$ cat src/ebi_pkg.sv
package ebi_pkg;
   // timing base
   localparam int CLK_HZ = 10_000_000;
   localparam int TICK_MS = 10;
   localparam int TICK_CYC = CLK_HZ / 1000 * TICK_MS;
   localparam int TICKS_PER_S = 1000 / TICK_MS;
   localparam int DEB_MS = 5;
   localparam int DEB_CYC = CLK_HZ / 1000 * DEB_MS;
   // speed switch timing, in ms and ticks
   localparam int MIN_PULSE_MS = 110;
   localparam int MIN_PULSE_TICKS = (MIN_PULSE_MS + TICK_MS - 1) / TICK_MS;
   localparam int FINE_MS = 600;
   localparam int FINE_TICKS = FINE_MS / TICK_MS;
   // speed request in units of 0.001 %
   localparam int SPD_W = 17;
   localparam int FINE_RATE_MPCT_S = 400;
   localparam int FINE_STEP = FINE_RATE_MPCT_S * TICK_MS / 1000;
   localparam int RAMP_SCALE = 100 * TICK_MS / 1000;
   localparam logic [16:0] SPD_MAX = 17'h186a0;
   localparam logic [16:0] SPD_AUX_RUN = 17'h0c350;
   localparam logic [16:0] SPD_ZERO = 17'h00000;
   // register offsets
   localparam logic [7:0] OFS_CTRL = 8'h00;
   localparam logic [7:0] OFS_RAMP = 8'h04;
   localparam logic [7:0] OFS_CLIM = 8'h08;
   localparam logic [7:0] OFS_STAT = 8'h0c;
   localparam logic [7:0] OFS_SPD = 8'h10;
   // reset values
   localparam logic [7:0] CTRL_RST = 8'h00;
   localparam logic [7:0] RAMP_RST = 8'h0a;
   localparam logic [7:0] CLIM_RST = 8'h0a;
   // control bits
   localparam int CB_LOCAL = 0;
   localparam int CB_PRP = 1;
   localparam int CB_ANALOG = 2;
   localparam int CB_DROOP_SELECT_OUTPUT = 3;
   localparam int CB_ALT_SW = 4;
   localparam int CB_IDLE_SW = 5;
   localparam int CB_SF_SD = 6;
   // switch input indices
   localparam int IN_SKIP = 0;
   localparam int IN_EXT = 1;
   localparam int IN_CLUTCH = 2;
   localparam int IN_BYPASS = 3;
   localparam int IN_RAISE = 4;
   localparam int IN_LOWER = 5;
   localparam int IN_ACK = 6;
   localparam int IN_DROOP = 7;
   localparam int IN_ALT = 8;
   localparam int IN_IDLE = 9;
   localparam int IN_REM = 10;
   localparam int NUM_IN = 11;
   // axi responses
   localparam logic [1:0] RESP_OK = 2'h0;
   localparam logic [1:0] RESP_ERR = 2'h2;
   // engine and clutch states
   typedef enum logic [1:0] {
      ENG_STOP = 2'b00,
      ENG_IDLE = 2'b01,
      ENG_RUN = 2'b10
   } ebi_eng_e;
   typedef enum logic {
      CL_IDLE = 1'b0,
      CL_ENGAGE = 1'b1
   } ebi_cl_e;
endpackage

$ cat src/ebi_debounce.sv
`timescale 1ns/1ps
module ebi_debounce #(
   parameter int W = 11,
   parameter int CNT = 50000
) (
   // clock and reset
   input wire logic i_ref_clk,
   input wire logic i_srst,
   // raw and clean levels
   input wire logic [W-1:0] i_raw,
   output logic [W-1:0] o_level
);
   typedef struct packed {
      logic [W-1:0] s1;
      logic [W-1:0] s2;
      logic [W-1:0] q;
      logic [W-1:0][15:0] cnt;
   } ebi_deb_s;
   ebi_deb_s r;
   ebi_deb_s n;
   always_comb begin
      n = r;
      n.s1 = i_raw;
      n.s2 = r.s1;
      for (int i = 0; i < W; i++) begin
         if (r.s2[i] == r.q[i]) begin
            n.cnt[i] = 16'h0000;
         end else if (r.cnt[i] >= 16'(CNT - 1)) begin
            n.cnt[i] = 16'h0000;
            n.q[i] = r.s2[i];
         end else begin
            n.cnt[i] = r.cnt[i] + 16'h0001;
         end
      end
   end
   always_ff @(posedge i_ref_clk) begin
      if (i_srst) begin
         r <= '0;
      end else begin
         r <= n;
      end
   end
   assign o_level = r.q;
endmodule // ebi_debounce

$ cat src/ebi_top.sv
`timescale 1ns/1ps
module ebi_top #(
   parameter int TICK_CYC = ebi_pkg::TICK_CYC,
   parameter int DEB_CYC = ebi_pkg::DEB_CYC
) (
   // clock and reset
   input wire logic i_ref_clk,
   input wire logic i_srst,
   // axi4-lite slave
   input wire logic [7:0] i_axi_awaddr,
   input wire logic i_axi_awvalid,
   output logic o_axi_awready,
   input wire logic [31:0] i_axi_wdata,
   input wire logic [3:0] i_axi_wstrb,
   input wire logic i_axi_wvalid,
   output logic o_axi_wready,
   output logic [1:0] o_axi_bresp,
   output logic o_axi_bvalid,
   input wire logic i_axi_bready,
   input wire logic [7:0] i_axi_araddr,
   input wire logic i_axi_arvalid,
   output logic o_axi_arready,
   output logic [31:0] o_axi_rdata,
   output logic [1:0] o_axi_rresp,
   output logic o_axi_rvalid,
   input wire logic i_axi_rready,
   // switch contacts
   input wire logic [ebi_pkg::NUM_IN-1:0] i_switch,
   // engine state machine
   input wire logic [1:0] i_eng_state,
   input wire logic i_eng_running,
   input wire logic i_idle_timer_run,
   input wire logic i_fuel_sol_req,
   input wire logic i_stop_sol_req,
   input wire logic i_start_fail,
   input wire logic i_panel_stop,
   input wire logic i_remote_stop,
   input wire logic i_blackout_start,
   input wire logic [ebi_pkg::SPD_W-1:0] i_analog_rpm_demand,
   // protection trips
   input wire logic i_trip_overspeed,
   input wire logic i_trip_estop,
   input wire logic i_trip_ovrd_class,
   input wire logic i_trip_other,
   // engine control outputs
   output logic o_idle_end,
   output logic o_external_control_status_text,
   output logic o_eng_out_en,
   output logic o_fuel_sol,
   output logic o_stop_fail_eval,
   output logic o_stop_sol,
   output logic o_takeover,
   output logic o_takeover_run,
   output logic o_clutch_connect,
   output logic o_clutch_fail,
   output logic o_shutdown,
   output logic o_alarm_log,
   output logic o_red_led,
   output logic o_crank_unlimited,
   output logic o_engine_unit_alarm_ack,
   output logic o_droop_select_output,
   output logic o_alt_speed_select_output,
   output logic o_idle_select_output,
   output logic o_start_cmd,
   output logic o_stop_cmd,
   output logic o_start_warn,
   output logic [ebi_pkg::SPD_W-1:0] o_speed_req
);
   typedef struct packed {
      logic [7:0] ctrl;
      logic [7:0] ramp;
      logic [7:0] clim;
      logic [7:0] aw_a;
      logic aw_h;
      logic [31:0] w_d;
      logic w_s;
      logic w_h;
      logic awr;
      logic wr;
      logic bv;
      logic [1:0] br;
      logic arr;
      logic rv;
      logic [31:0] rd;
      logic [1:0] rr;
      logic [ebi_pkg::NUM_IN-1:0] prev;
      logic [1:0] eng_prev;
      logic [16:0] tick;
      logic [6:0] sec;
      logic [5:0] held;
      logic [1:0] dir;
      logic stepped;
      logic [16:0] spd;
      ebi_pkg::ebi_cl_e cl;
      logic [7:0] ccnt;
      logic cfail;
      logic sblock;
      logic [21:0] o;
   } ebi_top_s;

   localparam ebi_top_s RST_S = '{ctrl: ebi_pkg::CTRL_RST, ramp: ebi_pkg::RAMP_RST,
      clim: ebi_pkg::CLIM_RST, cl: ebi_pkg::CL_IDLE, default: '0};

   ebi_top_s r;
   ebi_top_s n;
   logic [ebi_pkg::NUM_IN-1:0] sw;

   ebi_debounce #(
      .W(ebi_pkg::NUM_IN),
      .CNT(DEB_CYC)
   ) u_deb (
      .i_ref_clk(i_ref_clk),
      .i_srst(i_srst),
      .i_raw(i_switch),
      .o_level(sw)
   );

   always_comb begin
      logic ext;
      logic local_control_mode;
      logic tk;
      logic act;
      logic [1:0] d;
      logic [16:0] st;
      logic rem;
      ext = sw[ebi_pkg::IN_EXT];
      local_control_mode = r.ctrl[ebi_pkg::CB_LOCAL];
      rem = sw[ebi_pkg::IN_REM];
      tk = 1'b0;
      act = 1'b0;
      d = 2'b00;
      st = 17'h00000;
      n = r;
      n.prev = sw;
      n.eng_prev = i_eng_state;
      // axi write channel
      if (i_axi_awvalid && r.awr) begin
         n.aw_a = i_axi_awaddr;
         n.aw_h = 1'b1;
      end
      if (i_axi_wvalid && r.wr) begin
         n.w_d = i_axi_wdata;
         n.w_s = i_axi_wstrb[0];
         n.w_h = 1'b1;
      end
      if (r.bv && i_axi_bready) begin
         n.bv = 1'b0;
      end
      if (r.aw_h && r.w_h && !r.bv) begin
         n.aw_h = 1'b0;
         n.w_h = 1'b0;
         n.bv = 1'b1;
         n.br = ebi_pkg::RESP_OK;
         unique case ({r.aw_a[7:2], 2'b00})
            ebi_pkg::OFS_CTRL: if (r.w_s) n.ctrl = {1'b0, r.w_d[6:0]};
            ebi_pkg::OFS_RAMP: if (r.w_s) n.ramp = r.w_d[7:0];
            ebi_pkg::OFS_CLIM: if (r.w_s) n.clim = r.w_d[7:0];
            ebi_pkg::OFS_STAT, ebi_pkg::OFS_SPD: n.br = ebi_pkg::RESP_ERR;
            default: n.br = ebi_pkg::RESP_ERR;
         endcase
      end
      n.awr = !n.aw_h && !n.bv;
      n.wr = !n.w_h && !n.bv;
      // axi read channel
      if (r.rv && i_axi_rready) begin
         n.rv = 1'b0;
      end
      if (i_axi_arvalid && r.arr) begin
         n.rv = 1'b1;
         n.rr = ebi_pkg::RESP_OK;
         n.rd = 32'h00000000;
         unique case ({i_axi_araddr[7:2], 2'b00})
            ebi_pkg::OFS_CTRL: n.rd[7:0] = r.ctrl;
            ebi_pkg::OFS_RAMP: n.rd[7:0] = r.ramp;
            ebi_pkg::OFS_CLIM: n.rd[7:0] = r.clim;
            ebi_pkg::OFS_STAT: n.rd[15:0] = {r.sblock, r.cfail, r.cl == ebi_pkg::CL_ENGAGE,
               2'b00, sw};
            ebi_pkg::OFS_SPD: n.rd[16:0] = r.spd;
            default: n.rr = ebi_pkg::RESP_ERR;
         endcase
      end
      n.arr = !n.rv;
      // time base
      if (r.tick >= 17'(TICK_CYC - 1)) begin
         n.tick = 17'h00000;
         tk = 1'b1;
         n.sec = (r.sec >= 7'(ebi_pkg::TICKS_PER_S - 1)) ? 7'h00 : r.sec + 7'h01;
      end else begin
         n.tick = r.tick + 17'h00001;
      end
      if (sw[ebi_pkg::IN_LOWER]) begin
         d = 2'b10;
      end else if (sw[ebi_pkg::IN_RAISE]) begin
         d = 2'b01;
      end
      act = (d != 2'b00) && local_control_mode && !ext && !r.ctrl[ebi_pkg::CB_ANALOG];
      n.dir = d;
      n.stepped = 1'b0;
      if (!act || d != r.dir) begin
         n.held = 6'h00;
      end else if (tk) begin
         n.held = (r.held == 6'h3f) ? r.held : r.held + 6'h01;
         if (r.held >= 6'(ebi_pkg::MIN_PULSE_TICKS)) begin
            n.stepped = 1'b1;
            if (r.held < 6'(ebi_pkg::FINE_TICKS)) begin
               st = 17'(ebi_pkg::FINE_STEP);
            end else begin
               st = 17'(r.ramp * ebi_pkg::RAMP_SCALE);
            end
            if (d == 2'b10) begin
               n.spd = (r.spd > st) ? r.spd - st : ebi_pkg::SPD_ZERO;
            end else begin
               n.spd = (ebi_pkg::SPD_MAX - r.spd > st) ? r.spd + st : ebi_pkg::SPD_MAX;
            end
         end
      end
      if (r.ctrl[ebi_pkg::CB_ANALOG]) begin
         n.spd = (i_analog_rpm_demand > ebi_pkg::SPD_MAX) ? ebi_pkg::SPD_MAX
            : i_analog_rpm_demand;
      end else if (i_eng_state != r.eng_prev && i_eng_state == ebi_pkg::ENG_IDLE) begin
         n.spd = ebi_pkg::SPD_ZERO;
      end else if (i_eng_state != r.eng_prev && i_eng_state == ebi_pkg::ENG_RUN) begin
         n.spd = r.ctrl[ebi_pkg::CB_PRP] ? ebi_pkg::SPD_ZERO : ebi_pkg::SPD_AUX_RUN;
      end
      unique case (r.cl)
         ebi_pkg::CL_IDLE: begin
            if (sw[ebi_pkg::IN_CLUTCH] && !r.prev[ebi_pkg::IN_CLUTCH] && !ext
               && r.ctrl[ebi_pkg::CB_PRP] && !i_eng_running) begin
               n.cl = ebi_pkg::CL_ENGAGE;
               n.ccnt = 8'h00;
               n.cfail = 1'b0;
            end
         end
         ebi_pkg::CL_ENGAGE: begin
            if (ext || i_eng_running || !r.ctrl[ebi_pkg::CB_PRP]) begin
               n.cl = ebi_pkg::CL_IDLE;
            end else if (r.ccnt >= r.clim) begin
               n.cl = ebi_pkg::CL_IDLE;
               n.cfail = 1'b1;
            end else if (tk && r.sec == 7'h00) begin
               n.ccnt = r.ccnt + 8'h01;
            end
         end
      endcase
      // start fail block, set wins over clear
      if (!rem) begin
         n.sblock = 1'b0;
      end
      if (i_start_fail && r.ctrl[ebi_pkg::CB_SF_SD]) begin
         n.sblock = 1'b1;
      end
      n.o = '0;
      n.o[0] = sw[ebi_pkg::IN_SKIP] && i_idle_timer_run && !ext;
      n.o[1] = ext;
      n.o[2] = !ext;
      n.o[3] = i_fuel_sol_req;
      n.o[4] = !ext;
      n.o[5] = i_stop_sol_req && !ext;
      n.o[6] = !ext && r.prev[ebi_pkg::IN_EXT];
      n.o[7] = n.o[6] ? i_eng_running : r.o[7];
      n.o[8] = (n.cl == ebi_pkg::CL_ENGAGE);
      n.o[9] = n.cfail;
      n.o[10] = i_trip_overspeed || i_trip_estop || i_trip_ovrd_class
         || (i_trip_other && !sw[ebi_pkg::IN_BYPASS]);
      n.o[11] = i_trip_overspeed || i_trip_estop || i_trip_ovrd_class || i_trip_other;
      n.o[12] = n.o[11];
      n.o[13] = sw[ebi_pkg::IN_BYPASS] && i_blackout_start;
      n.o[14] = sw[ebi_pkg::IN_ACK];
      n.o[15] = r.ctrl[ebi_pkg::CB_DROOP_SELECT_OUTPUT] ? sw[ebi_pkg::IN_DROOP] : r.o[15];
      n.o[16] = r.ctrl[ebi_pkg::CB_ALT_SW] ? sw[ebi_pkg::IN_ALT] : r.o[16];
      n.o[17] = r.ctrl[ebi_pkg::CB_IDLE_SW] ? sw[ebi_pkg::IN_IDLE] : r.o[17];
      n.o[18] = !local_control_mode && !ext && rem && (!r.prev[ebi_pkg::IN_REM]
         || (i_start_fail && !n.sblock));
      n.o[19] = !ext && ((!local_control_mode && !rem && r.prev[ebi_pkg::IN_REM])
         || (!rem && (i_panel_stop || i_remote_stop)));
      n.o[20] = i_start_fail;
   end

   always_ff @(posedge i_ref_clk) begin
      if (i_srst) begin
         r <= RST_S;
      end else begin
         r <= n;
      end
   end

   assign o_axi_awready = r.awr;
   assign o_axi_wready = r.wr;
   assign o_axi_bvalid = r.bv;
   assign o_axi_bresp = r.br;
   assign o_axi_arready = r.arr;
   assign o_axi_rvalid = r.rv;
   assign o_axi_rdata = r.rd;
   assign o_axi_rresp = r.rr;
   assign o_idle_end = r.o[0];
   assign o_external_control_status_text = r.o[1];
   assign o_eng_out_en = r.o[2];
   assign o_fuel_sol = r.o[3];
   assign o_stop_fail_eval = r.o[4];
   assign o_stop_sol = r.o[5];
   assign o_takeover = r.o[6];
   assign o_takeover_run = r.o[7];
   assign o_clutch_connect = r.o[8];
   assign o_clutch_fail = r.o[9];
   assign o_shutdown = r.o[10];
   assign o_alarm_log = r.o[11];
   assign o_red_led = r.o[12];
   assign o_crank_unlimited = r.o[13];
   assign o_engine_unit_alarm_ack = r.o[14];
   assign o_droop_select_output = r.o[15];
   assign o_alt_speed_select_output = r.o[16];
   assign o_idle_select_output = r.o[17];
   assign o_start_cmd = r.o[18];
   assign o_stop_cmd = r.o[19];
   assign o_start_warn = r.o[20];
   assign o_speed_req = r.spd;
endmodule // ebi_top

$ cat config.mk
export PLATFORM = sky130hd
export DESIGN_NAME = ebi_top
export DESIGN_NICKNAME = d
export VERILOG_FILES = /design/src/ebi_pkg.sv /design/src/ebi_debounce.sv /design/src/ebi_top.sv
export SDC_FILE = /design/constraint.sdc
export NUM_CORES = 1
export LEC_CHECK = 0
export BUFFER_PORTS_ARGS = -buffer_cell sky130_fd_sc_hd__buf_2
export CAP_MARGIN = 10
export CORE_MARGIN = 2
export CORE_UTILIZATION = 45
export CTS_BUF_LIST = sky130_fd_sc_hd__clkbuf_4
export CTS_CLUSTER_DIAMETER = 150
export CTS_CLUSTER_SIZE = 8
export DETAILED_ROUTE_END_ITERATION = 12
export PLACE_DENSITY = 0.65
export SETUP_SLACK_MARGIN = 0.5
export SLEW_MARGIN = 25
export SYNTH_ARGS = -nofsm -noshare
export SYNTH_HDL_FRONTEND = slang
export SYNTH_SLANG_ARGS = --single-unit
$ cat constraint.sdc
create_clock -name i_ref_clk -period 4.3 [get_ports i_ref_clk]
set_input_delay 0.215 -clock i_ref_clk [delete_from_list [all_inputs] [get_ports i_ref_clk]]
set_output_delay 0.215 -clock i_ref_clk [all_outputs]
set_load 0.005 [all_outputs]
# After elaboration in Yosys (flattened, before gate mapping)
# Index checks and enable logic that the tools add are counted.
[classes]
add_sub_neg = 18
magnitude_cmp = 19
n_eq_ne = 28
n_mux = 42
n_bitwise = 13
n_reduce_logical = 98
[ops]
columns = ["operator", "n"]
rows = [
  ["two-way mux 17 bit", 13],
  ["adder 16 x 1 -> 16 bit, second input constant", 11],
  ["greater-or-equal comparator 16 bit, second input constant", 11],
  ["one-hot mux 8 bit (5 select lines)", 1],
  ["OR reduction 3 bit", 12],
  ["two-way mux 35 bit", 1],
  ["greater-than comparator 17 bit", 2],
  ["logical AND 1 bit", 34],
  ["two-way mux 8 bit", 3],
  ["AND reduction 2 bit", 12],
  ["one-hot mux 10 bit (2 select lines)", 1],
  ["== test 6 x 2 -> 1 bit, second input constant", 3],
  ["adder 17 x 1 -> 17 bit, second input constant", 1],
  ["adder 17 bit", 1],
  ["greater-or-equal comparator 17 bit, second input constant", 1],
  ["greater-than comparator 17 bit, second input constant", 1],
  ["subtractor 17 bit", 1],
  ["subtractor 17 bit, first input constant", 1],
  ["zero test 1 bit", 16],
  ["two-way mux 16 bit", 1],
  ["one-hot mux 8 bit (2 select lines)", 1],
  ["two-way mux 1 bit", 14],
  ["NOT 1 bit", 13],
  ["== test 6 x 1 -> 1 bit, second input constant", 2],
  ["30 further kinds", 61],
]
[totals]
regBits = 371
out_inout_bits = 79

# Longest topological paths before layout
# Gate-level depths: netlist (run 1).
[depth]
depth_word = 18
mapped_depth = 15

# Cells and area by module
# From an unflattened synthesis (run 1), not the netlist that was laid out.
[unflattened]
cells_unflattened = 2085
hier_area_um2 = 17897.2
[modules_own_cells]
columns = ["module", "instances", "cells_per_inst", "area_each_um2", "seq_area_each_um2"]
rows = [
  ["ebi_debounce", 1, 1037, 9519.1, 4184.0],
  ["ebi_top", 1, 1048, 8378.0, 2902.8],
]

# Worst setup path after synthesis (run 1)
# OpenSTA, ideal clock, no wires.
[synth_timing]
path_type = "register to register"
start = "reg r (netlist bit o_speed_req[1])"
end = "reg r (netlist bit o_speed_req[1])"
arrival_time_ns = 3.520
t_required_ns = 4.163
setup_slack_ns = 0.642
stages_incl_launch_ff = 16
path_buffers = 0
synth_period_minus_slack_ns = 3.658
cell_sequence = "dfxtp_1 > inv_1 > ha_1 > or4b_2 > nand2_1 > xnor2_1 > ha_1 > and3_1 > a221oi_1 > o2bb2ai_1 > o2111ai_1 > or4_4 > o21ai_4 > nor2_2 > a222oi_1 > a211oi_1"
[synth_between]
elab_chain_len = 10
[synth_lines]
columns = ["item", "line_no", "text"]
rows = [
  ["start, declared", "ebi_top.sv:104", "ebi_top_s r;"],
  ["start signal, assigned", "ebi_top.sv:283", "r <= n;"],
  ["subtractor 17 bit", "ebi_top.sv:213", "n.spd = (ebi_pkg::SPD_MAX - r.spd > st) ? r.spd + st : ebi_pkg::SPD_MAX;"],
  ["greater-than comparator 17 bit", "ebi_top.sv:213", ""],
  ["two-way mux 17 bit", "ebi_top.sv:213", ""],
  ["two-way mux 17 bit *", "ebi_top.sv:210", "if (d == 2'b10) begin"],
  ["two-way mux 17 bit *", "ebi_top.sv:203", "if (r.held >= 6'(ebi_pkg::MIN_PULSE_TICKS)) begin"],
  ["two-way mux 17 bit *", "ebi_top.sv:201", "end else if (tk) begin"],
  ["two-way mux 17 bit *", "ebi_top.sv:199", "if (!act || d != r.dir) begin"],
  ["two-way mux 17 bit *", "ebi_top.sv:222", "end else if (i_eng_state != r.eng_prev && i_eng_state == ebi_pkg::ENG_RUN) begin"],
  ["two-way mux 17 bit *", "ebi_top.sv:220", "end else if (i_eng_state != r.eng_prev && i_eng_state == ebi_pkg::ENG_IDLE) begin"],
  ["two-way mux 17 bit *", "ebi_top.sv:217", "if (r.ctrl[ebi_pkg::CB_ANALOG]) begin"],
]
# Every way passes the cells marked *; elsewhere a longest branch is shown, timed or not. The select of a mux whose other input is x is not followed.
# A chain may end at the register's enable or synchronous reset.

# Final worst setup path (run 1)
[layout_timing]
start = "reg r (netlist bit o_speed_req[0])"
end = "reg r (netlist bit o_speed_req[1])"
# The elaborated chain is that of the path after synthesis.

==> out/results.txt, run 1 <==
Fin crit share: 87.6%
RSZ-0062 raised after global routing: yes
Worst path slowest cell: or4_4
Final hold vios: 0
Effective utilization at floorplan: 45.5%
Pin count of the biggest net entering global routing: 118
Distinct cells, synth: 75
# IOs: 180
DP HPWL: 27500 µm
Placeable Area: 0.0365 mm²
Crit path launch type: register
Post-route cell area: 0.0189 mm²
Die ar.: 0.0385 mm²
I/O Buffers: 131
Clock share of power: 30.7%
Hold Crit Class: in -> reg
Switching part of the total: 25.9%
Placed cell areas: 0.0174 mm²
Worst Tran Pin Value: 1.00 ns
Final Skew: 0.0693 ns
Skew-Pair Late Insertion Delay: 0.75 ns
Hold_ws: 0.0737 ns
Die width: 196 µm
Commonest non-fill, non-tap cell in the layout: nor2_1
Crit path cell chain: or4_4 -> o21a_1 -> nor2_1 -> xor2_1 -> ha_1 -> and3_4 -> a221oi_2 -> o2bb2ai_1 -> o2111ai_1 -> or4_4 -> o21ai_4 -> buf_12 -> nor2_2 -> a222oi_1 -> a211oi_1
Post-synthesis cell area: 0.0166 mm²
Int Power: 4.28 mW
Fin crit period: 3.77 ns
Seq/Total Area, Yosys: 42.6%
Fin. max-slew vios: 0
First-pass iteration count of the detailed router: 6
Clock Sinks: 354
Leak Pwr: 7.32 nW
Ys Warns: 0
Maximum vdd ir drop: 0.160 mV
Share of cells above drive strength 1: 10.9%
WS Path Type: reg -> reg
First-pass GRT wire length: 65600 µm
Delay-heaviest family, CP: simple AND/OR/NAND/NOR gates
Power, Total: 5.77 mW
CP required: 4.92 ns
Synthesis-to-finish area growth: 13.7%
Fmax achieved: 0.265 GHz
CTS tree: yes
CP endpoint kind: register
GP Congestion: 0.938
Rel. slew slack: 32.6%
DIE HEIGHT: 196 µm
Outcome: finished, final reports clean
Detailed Route WL: 40100 µm
CTS buffer count: 50
Pwr Density: 305 mW/mm²
Post-Synthesis Cells: 1975
H-tree depth: 2
Max Buffers Root-to-Sink: 3
GRT Total Usage: 20.6%
CP arrival: 4.39 ns
Sum Neg Setup Slack: 0 ns
Commonest cells after routing, fill and taps aside: nor2_1 (359), dfxtp_1 (351), nand2_1 (181)
EDFF count, synth: 0
# nets final: 2317
Number of synthesized register bits: 354
Max Cap Viol: 0
FP Rows: 70
Comb power frac: 10.7%
Initial antenna violation count: 3
Via count: 14.0k
Drc violations: 0
Vias per std cell: 5.32
Worst path max stage delay: 0.54 ns
Routed Antenna Nets: 0
Crit path buf inv count: 1
Worst-path clk slew: 0.12 ns
Vias in the first global route: 13.4k
Global route total overflow: 0
Primary FF master, synth: dfxtp_1
Final setup viols: 0
Ys async rst share: 0%
CP dominant cell by count: or4_4
Post-Syn Area per Cell: 8.42 µm²
Avg WL per Cell: 15.2 µm
Reg power frac: 58.6%
Root buf cell: clkbuf_4
CP max FO: 5
1st-iter DRT viols: 913
NetSw: 1.50 mW
==> power by group through the flow <==
stage | Sequential (mW) | Combinational (mW) | Clock, mW
after floorplan | 3.44 | 0.403 | 0
after global placement | 3.46 | 0.516 | 0
after detailed placement | 3.46 | 0.517 | 0
after CTS | 3.39 | 0.587 | 1.86
after global routing | 3.39 | 0.677 | 1.99
final | 3.38 | 0.615 | 1.77
==> through the flow <==
step,cells,utilization (%),worst slack [ns]
after CTS,2629,51.5,0.515
after detailed placement,2477,47.5,0.220
after floorplan,1991,-,0.642
final,2636,51.8,0.532
after global placement,2477,47.5,0.280
after global routing,2636,51.8,0.408
==> sequential cells by signal (all words and copies together), names as in the netlist, 11 cells and up <==
| signal | flops |
|---|---|
| o_speed_req | 17 |
| u_deb.o_level | 11 |
| u_deb.n | 11 |
| o_axi_rdata | 17 |
| r | 87 |
| u_deb.r | 187 |
==> worst reg2reg max path, cell delays in order (launching register included) <==
cell	delay, ns
dfxtp_4	0.37
or4_4	0.54
o21a_1	0.22
nor2_1	0.11
xor2_1	0.17
ha_1	0.28
and3_4	0.20
a221oi_2	0.23
o2bb2ai_1	0.14
o2111ai_1	0.13
or4_4	0.47
o21ai_4	0.19
buf_12	0.15
nor2_2	0.04
a222oi_1	0.29
a211oi_1	0.11
==> synth_stat cells, drive strengths merged, types with 17 or more instances <==
cell	count	share of area, %
or3	17	0.64
nand4	23	0.87
xnor2	104	5.5
o21ai	48	1.5
nor3	38	1.2
nand3	91	2.7
inv	40	0.90
dfxtp	354	43
a21oi	89	2.7
nor2	361	8.2
nand2	181	4.1
and3	67	2.5
ha	50	3.8
clkbuf	58	1.3
a221oi	22	1.2
nor2b	47	1.8
nor4	24	0.90
buf	66	2.8
xor2	104	5.5
mux2i	32	1.9
==> routing by layer <==
metal / up-vias / GRT usage [%] / share of wire (%)
li1: 7042 / - / -
met1: 6557 / 26.7 / 45
met2: 345 / 34.9 / 46
met3: 75 / 3.59 / 5.6
met4: 0 / 6.45 / 2.6
met5: - / 0 / 0
==> final cells by class <==
class / instances / area (µm²)
diodes: 1 / 2.50
clock buffers: 51 / 383
clock inverters: 3 / 68.8
fillers: 3366 / 17600
inverters: 41 / 154
multi-input cells: 1472 / 8830
flip-flops and latches: 354 / 7100
well taps: 468 / 586
repair buffers: 246 / 1800
==> cells by family after synthesis <==
kind of cell | share of synthesized area (%)
buf+inv | 5.01
flops | 42.6
compound gates | 10.2
simple gates | 25.4
other cells | 0.0225
xor+xnor | 11.0
mux | 1.93
fa+ha+maj | 3.88
==> worst paths after layout <==
check | start | end | cells past startpoint | slack [ns]
min | i_axi_araddr[4] | o_axi_rresp[1] | 5 | 0.07
min reg2reg | u_deb.r[112] | u_deb.r[112] | 1 | 0.44
max | o_speed_req[0] | o_speed_req[1] | 15 | 0.53
max reg2reg | o_speed_req[0] | o_speed_req[1] | 15 | 0.53
==> repair_timing <==
| action | 4_1_cts | 5_1_grt |
|---|---|---|
| gates cloned | 0 | 1 |
| buffers inserted | 2 | 5 |
| endpoints found under the hold margin | 73 | 0 |
| setup endpoints to repair | 14 | 15 |
| hold buffers | 96 | 0 |
| gates resized for setup | 6 | 13 |
| pin swaps | 1 | 6 |
(Power assumes the default switching activity.)
==> run 2: changes to the inputs <==
--- a/config.mk
+++ b/config.mk
@@ -5,15 +5,16 @@
 export SDC_FILE = /design/constraint.sdc
 export NUM_CORES = 1
 export LEC_CHECK = 0
+export ABC_AREA = 1
 export BUFFER_PORTS_ARGS = -buffer_cell sky130_fd_sc_hd__buf_2
 export CAP_MARGIN = 10
 export CORE_MARGIN = 2
-export CORE_UTILIZATION = 45
+export CORE_UTILIZATION = 24
 export CTS_BUF_LIST = sky130_fd_sc_hd__clkbuf_4
 export CTS_CLUSTER_DIAMETER = 150
 export CTS_CLUSTER_SIZE = 8
 export DETAILED_ROUTE_END_ITERATION = 12
-export PLACE_DENSITY = 0.65
+export PLACE_DENSITY = 0.4
 export SETUP_SLACK_MARGIN = 0.5
 export SLEW_MARGIN = 25
 export SYNTH_ARGS = -nofsm -noshare
==> out/results.txt, run 2 <==
RSZ-0062 raised after global routing: no
I/O Buffers: 131 (unchanged)
Root buf cell: clkbuf_4
Vias in the first global route: 15.2k (+14%)
Skew-Pair Late Insertion Delay: 0.83 ns (+0.08 ns)
CTS tree: yes
Max Cap Viol: 0 (unchanged)
Hold Crit Class: in -> reg
Setup Fix Bufs, Post-CTS: 0 (-2)
First-pass GRT wire length: 77500 µm (+18%)
CP endpoint kind: register
Commonest cells after routing, fill and taps aside: dfxtp_1 (354), nor2_1 (331), nand2_1 (330)
Maximum vdd ir drop: 0.147 mV (-8.1%)
Worst path max stage delay: 0.49 ns (-0.05 ns)
Ys Warns: 0 (unchanged)
Pin count of the biggest net entering global routing: 58 (-51%)
# nets final: 2699 (+16%)
Avg WL per Cell: 13.6 µm (-11%)
Clock Sinks: 354 (unchanged)
Fmax achieved: 0.299 GHz (+13%)
# IOs: 180 (unchanged)
Worst path slowest cell: ha_1
Post-synthesis cell area: 0.0173 mm² (+4.2%)
Synth top area cells: dfxtp_1 (41%), nor2_1 (7.2%), nand2_1 (7.1%), inv_1 (7.1%), a21oi_1 (5.5%)
CP arrival: 4.06 ns (-0.33 ns)
DP HPWL: 35300 µm (+29%)
Most frequent cell after synthesis: dfxtp_1
CP max FO: 12 (+7)
Largest register FFs: 187 (unchanged)
Sum Neg Setup Slack: 0 ns (unchanged)
CP required: 5.02 ns (+0.10 ns)
Post-Syn Area per Cell: 7.31 µm² (-13%)
Final setup viols: 0 (unchanged)
Die ar.: 0.0744 mm² (+93%)
Vias per std cell: 4.42 (-17%)
Crit path cell chain: nand2_2 -> nor2_4 -> inv_1 -> nor2_1 -> inv_1 -> ha_1 -> nand2_1 -> nor3_1 -> nand2_1 -> o2111ai_1 -> nand2_1 -> nor2_4 -> nand3_1 -> o21ai_0 -> nand2_1 -> a21oi_1
Filler cell count: 7915 (+140%)
Rel. slew slack: 32.1% (-0.52 points)
Synthesis-to-finish area growth: 14.6%
DIE HEIGHT: 273 µm (+39%)
Effective utilization at floorplan: 24.3% (-21 points)
Biggest regs: u_deb.r (187), r (87)
Fin. max-slew vios: 0 (unchanged)
Placeable Area: 0.0715 mm² (+96%)
CP dominant cell by count: nand2_1
Number of synthesized register bits: 354 (unchanged)
EDFF count, synth: 0 (unchanged)
Ys async rst share: 0% (unchanged)
Post-layout util: 27.8% (-24 points)
H-tree depth: 2 (unchanged)
Distinct cells, synth: 58 (-23%)
Final hold vios: 0 (unchanged)
First-pass iteration count of the detailed router: 5 (-1)
Pwr Density: 296 mW/mm² (-3.0%)
Crit path launch type: register
Worst Tran Pin Value: 1.01 ns (+0.0124 ns)
GRT Total Usage: 12.8% (-7.8 points)
Commonest cells post-synth: dfxtp_1 (354), nor2_1 (331), nand2_1 (330)
Post-synth top area cell: dfxtp_1
Leak Pwr: 7.82 nW (+6.7%)
Commonest non-fill, non-tap cell in the layout: dfxtp_1
Primary FF master, synth: dfxtp_1
Share of cells above drive strength 1: 9.85% (-1.0 points)
Share of the synthesized area in the top cell type: 40.9% (-1.7 points)
Largest reg by FF count: u_deb.r
Worst-path clk slew: 0.10 ns (-0.02 ns)
Max Buffers Root-to-Sink: 3 (unchanged)
WS Path Type: reg -> reg
Drc violations: 0 (unchanged)
1st-iter DRT viols: 778 (-15%)
Outcome: finished, final reports clean
Seq/Total Area, Yosys: 40.9% (-1.7 points)
Post-Synthesis Cells: 2373 (+20%)
CTS buffer count: 50 (unchanged)
Via count: 15.5k (+10%)
FP Rows: 98 (+40%)
Routed Antenna Nets: 0 (unchanged)
Final Skew: 0.0596 ns (-0.00972 ns)
Detailed Route WL: 47700 µm (+19%)
Global route total overflow: 0 (unchanged)
Die width: 273 µm (+39%)
Fin crit share: 77.7% (-10 points)
Initial antenna violation count: 5 (+2)
Fin crit period: 3.34 ns (-0.428 ns)
GP Congestion: 0.859 (-8.4%)
[run 2: changes by cell type after synthesis, sizes merged, moves of 38 or more]
| cell | change |
|---|---|
| a21oi | +102 |
| and3 | -64 |
| inv | +291 |
| nand2 | +158 |
| nand3 | +40 |
| nor2b | -47 |
| nor3 | +38 |
| o21ai | +80 |
| xnor2 | -81 |
[run 2: critical path: cells and delay by family, from the launching register on]
kind,cells,cell delay (ns)
DFF,1,0.42
and+or+nand+nor,10,1.76
AOI/OAI and AO/OA,3,0.39
buffers and inverters,2,0.22
adders and majority gates,1,0.49
[run 2: cell families (layout without fill, tap and decap cells)]
family,after synthesis,count (layout),synth area share (%)
AND/OR/NAND/NOR,1018,1018,26.4
buffers and inverters,446,606,11.1
other,1,21,0.0216
XOR/XNOR,90,90,4.55
adder cells (fa/ha/maj),51,51,3.72
flip-flops,354,354,40.9
AO/OA/AOI/OAI,413,413,13.3
[run 2: path summary, 6_finish.rpt]
| path | startpoint | endpoint | slack [ns] | cells past startpoint |
|---|---|---|---|---|
| min reg2reg | u_deb.n[189] | u_deb.r[189] | 0.40 | 2 |
| max reg2reg | r[56] | o_speed_req[3] | 0.96 | 16 |
| max | r[56] | o_speed_req[3] | 0.96 | 16 |
| min | i_srst | u_deb.n[194] | 0.09 | 3 |
[run 2: power by group]
part	switching, mW	internal [mW]	leakage (nW)
Combinational	0.402	0.266	4.70
Clock	1.19	0.600	0.249
Sequential	0.0811	3.34	2.87
[run 2: final cells by class]
| type | instances | area, µm² | area share [%] |
|---|---|---|---|
| timing repair buffer | 217 | 1490 | 7.51 |
| clock inverter | 4 | 53.8 | 0.271 |
| sequential | 354 | 7090 | 35.7 |
| antenna | 4 | 10.0 | 0.0504 |
| clock buffer | 50 | 375 | 1.89 |
| multi-input combinational | 1589 | 8400 | 42.3 |
| inverter | 335 | 1260 | 6.34 |
| tap | 950 | 1190 | 5.98 |
[run 2: timing repair]
item / in CTS / in global routing
gates resized for setup: 0 / 1
endpoints found under the setup margin: 0 / 3
hold buffers: 76 / 0
endpoints found under the hold margin: 70 / 0
[run 2: metrics by stage]
stage | cells | total power, mW | worst slack, ns | cell area [µm²] | hold slack (ns)
after floorplan | 2389 | 3.92 | 1.63 | 17400 | 0.293
after global placement | 3369 | 4.10 | 1.02 | 18700 | 0.398
after detailed placement | 3369 | 4.11 | 0.970 | 18700 | 0.395
after CTS | 3499 | 6.05 | 0.935 | 19900 | 0.00824
after global routing | 3503 | 6.26 | 0.497 | 19900 | 0.0858
final | 3503 | 5.88 | 0.960 | 19900 | 0.0896
[run 2: metal layers]
| metal | part of all wire [%] | vias to the layer above | track usage [%] | wire length, µm |
|---|---|---|---|---|
| met5 | 0.023 | - | 0 | 11 |
| met1 | 50 | 7088 | 17.4 | 24000 |
| met4 | 2.2 | 2 | 3.66 | 1060 |
| li1 | - | 8035 | - | - |
| met2 | 43 | 271 | 20.3 | 20300 |
| met3 | 4.7 | 74 | 2.61 | 2240 |
==> run 3: changes to the inputs <==
--- a/config.mk
+++ b/config.mk
@@ -5,7 +5,7 @@
 export SDC_FILE = /design/constraint.sdc
 export NUM_CORES = 1
 export LEC_CHECK = 0
-export ABC_AREA = 1
+export ABC_AREA = 0
 export BUFFER_PORTS_ARGS = -buffer_cell sky130_fd_sc_hd__buf_2
 export CAP_MARGIN = 10
 export CORE_MARGIN = 2
==> constraint.sdc (replaced) <==
create_clock -name i_ref_clk -period 3.4 [get_ports i_ref_clk]
set_input_delay 0.17 -clock i_ref_clk [delete_from_list [all_inputs] [get_ports i_ref_clk]]
set_output_delay 0.17 -clock i_ref_clk [all_outputs]
set_load 0.005 [all_outputs]
==> out/results.txt, run 3 (synthesized netlist as in run 1, its figures left out) <==
Largest reg by FF count: u_deb.r
Commonest non-fill, non-tap cell in the layout: nor2_1
Delay-heaviest family, CP: compound AO/OA/AOI/OAI gates
Final WS setup: -0.320 ns (-1.28 ns)
Multi-input logic area: 0.00909 mm² (+8.1%)
Avg WL per Cell: 15.3 µm (+13%)
CP max FO: 5 (-7)
Hold Crit Class: in -> reg
Share of cells above drive strength 1: 14.8% (+5.0 points)
Post-layout util: 29.9% (+2.1 points)
Fin. max-slew vios: 0 (unchanged)
I/O Buffers: 131 (unchanged)
Worst path slowest cell: or4_4
CTS buffer count: 50 (unchanged)
1st-iter DRT viols: 811 (+4.2%)
Global route total overflow: 0 (unchanged)
Root buf cell: clkbuf_4
Largest register FFs: 187 (unchanged)
Fin crit share: 109% (+32 points)
Max Buffers Root-to-Sink: 3 (unchanged)
Outcome: finished, violations left
CP required: 4.09 ns (-0.93 ns)
Hold_sp: i_switch[2]
Power, Total: 7.52 mW (+28%)
Met3 usage: 2.87% (+0.26 points)
Effective utilization at floorplan: 24.3% (about the same)
Clock Sinks: 354 (unchanged)
FP Rows: 96 (-2.0%)
Vias in the first global route: 14.2k (-7.1%)
GR peak layer: met2
Die ar.: 0.0714 mm² (-4.0%)
Crit path launch type: register
Final setup viols: 14 (+14)
Violated checks: negative setup slack
Critical Path Source: o_speed_req[0]
Sum Neg Setup Slack: -2.97 ns (-2.97 ns)
Placeable Area: 0.0686 mm² (-4.1%)
CTS tree: yes
DIE HEIGHT: 267 µm (-2.0%)
Place WS: -0.335 ns (-1.30 ns)
Rel. slew slack: 30.5% (-1.6 points)
Leak Pwr: 7.78 nW (-0.43%)
CP dominant cell by count: or4_4
Max Cap Viol: 0 (unchanged)
Fmax achieved: 0.269 GHz (-10%)
Die width: 267 µm (-2.0%)
Met1 usage: 17.9% (+0.43 points)
Synthesis-to-finish area growth: 23.2%
WS Path Type: reg -> reg
FF-to-FF Start: o_speed_req[0]
# IOs: 180 (unchanged)
DP HPWL: 34500 µm (-2.3%)
Final Skew: 0.0993 ns (+0.0397 ns)
Crit path buf inv count: 1 (-1)
Detailed Route WL: 49000 µm (+2.7%)
Via count: 14.3k (-7.6%)
Worst-path clk slew: 0.10 ns (about the same)
Commonest cells after routing, fill and taps aside: nor2_1 (357), dfxtp_1 (350), nand2_1 (176)
GP Congestion: 0.823 (-4.3%)
Vias per std cell: 4.48 (+1.4%)
GR Util met2: 21.9% (+1.6 points)
# nets final: 2406 (-11%)
Fin crit period: 3.72 ns (+0.380 ns)
Worst path max stage delay: 0.53 ns (+0.04 ns)
Biggest regs: u_deb.r (187), r (87)
First-pass iteration count of the detailed router: 6 (+1)
First-pass GRT wire length: 77000 µm (-0.55%)
Skew-Pair Late Insertion Delay: 0.87 ns (+0.04 ns)
FF+latch area: 0.00710 mm² (+0.14%)
Filler cell count: 7374 (-6.8%)
Routed Antenna Nets: 0 (unchanged)
CP arrival: 4.41 ns (+0.35 ns)
Final hold vios: 0 (unchanged)
GRT Total Usage: 13.6% (+0.82 points)
Pin count of the biggest net entering global routing: 80 (+38%)
CP endpoint kind: register
Initial antenna violation count: 4 (-1)
Pwr Density: 367 mW/mm² (+24%)
Maximum vdd ir drop: 0.160 mV (+9.2%)
Crit path cell chain: or4_4 -> o21a_1 -> nor2_1 -> xor2_1 -> ha_1 -> and3_4 -> a221oi_2 -> o2bb2ai_2 -> o2111ai_1 -> or4_4 -> o21ai_4 -> buf_4 -> nor3_2 -> a2111oi_2 -> a211oi_1
RSZ-0062 raised after global routing: yes
Drc violations: 0 (unchanged)
H-tree depth: 2 (unchanged)
Worst Tran Pin Value: 1.04 ns (+0.0294 ns)
==> run 3: metrics by stage <==
step	instance area, µm²	hold slack [ns]	instances
6_report	20500	0.107	3193
3_5_place_dp	18400	0.378	2991
4_1_cts	20300	0.00187	3183
3_3_place_gp	18400	0.377	2991
2_1_floorplan	16700	0.292	1991
5_1_grt	20500	-0.000121	3191
==> run 3: timing repair <==
action | CTS | global route
gates resized for setup | 43 | 16
pin swaps | 12 | 8
gates cloned | 0 | 0
buffers inserted | 10 | 5
endpoints found under the setup margin | 17 | 26
endpoints found under the hold margin | 137 | 0
hold buffers | 127 | 0
==> run 3: path summary, 6_finish.rpt <==
kind | end | slack [ns] | cells past startpoint
hold / removal | u_deb.n[189] | 0.11 | 3
setup reg to reg | o_speed_req[0] | -0.32 | 15
hold reg to reg | u_deb.r[160] | 0.44 | 1
setup / recovery | o_speed_req[0] | -0.32 | 15
==> run 3: routing by layer <==
metal,share of wire [%],wire (µm)
met1,47,23000
met5,0.067,33
met2,45,21900
met4,3.0,1490
met3,5.2,2520
==> run 3: final cells by class <==
cell class / count / share of cell area [%]
diodes: 5 / 0.0611
multi-input cells: 1472 / 44.4
flip-flops and latches: 354 / 34.6
clock inverters: 4 / 0.159
repair buffers: 335 / 12.5
inverters: 41 / 0.751
well taps: 931 / 5.69
clock buffers: 51 / 1.87
==> run 3: where the power goes <==
group	internal (mW)	total (mW)	leakage (nW)	switching, mW
clock	0.701	2.28	0.244	1.58
combinational	0.463	0.982	4.67	0.519
sequential	4.21	4.26	2.87	0.0505
==> run 3: worst register-to-register path, cell delays in order (launching register included) <==
cell and delay, ns:
dfxtp_2 0.35, or4_4 0.53, o21a_1 0.21, nor2_1 0.11
xor2_1 0.16, ha_1 0.26, and3_4 0.19, a221oi_2 0.25
o2bb2ai_2 0.16, o2111ai_1 0.14, or4_4 0.45, o21ai_4 0.26
buf_4 0.17, nor3_2 0.04, a2111oi_2 0.24, a211oi_1 0.09
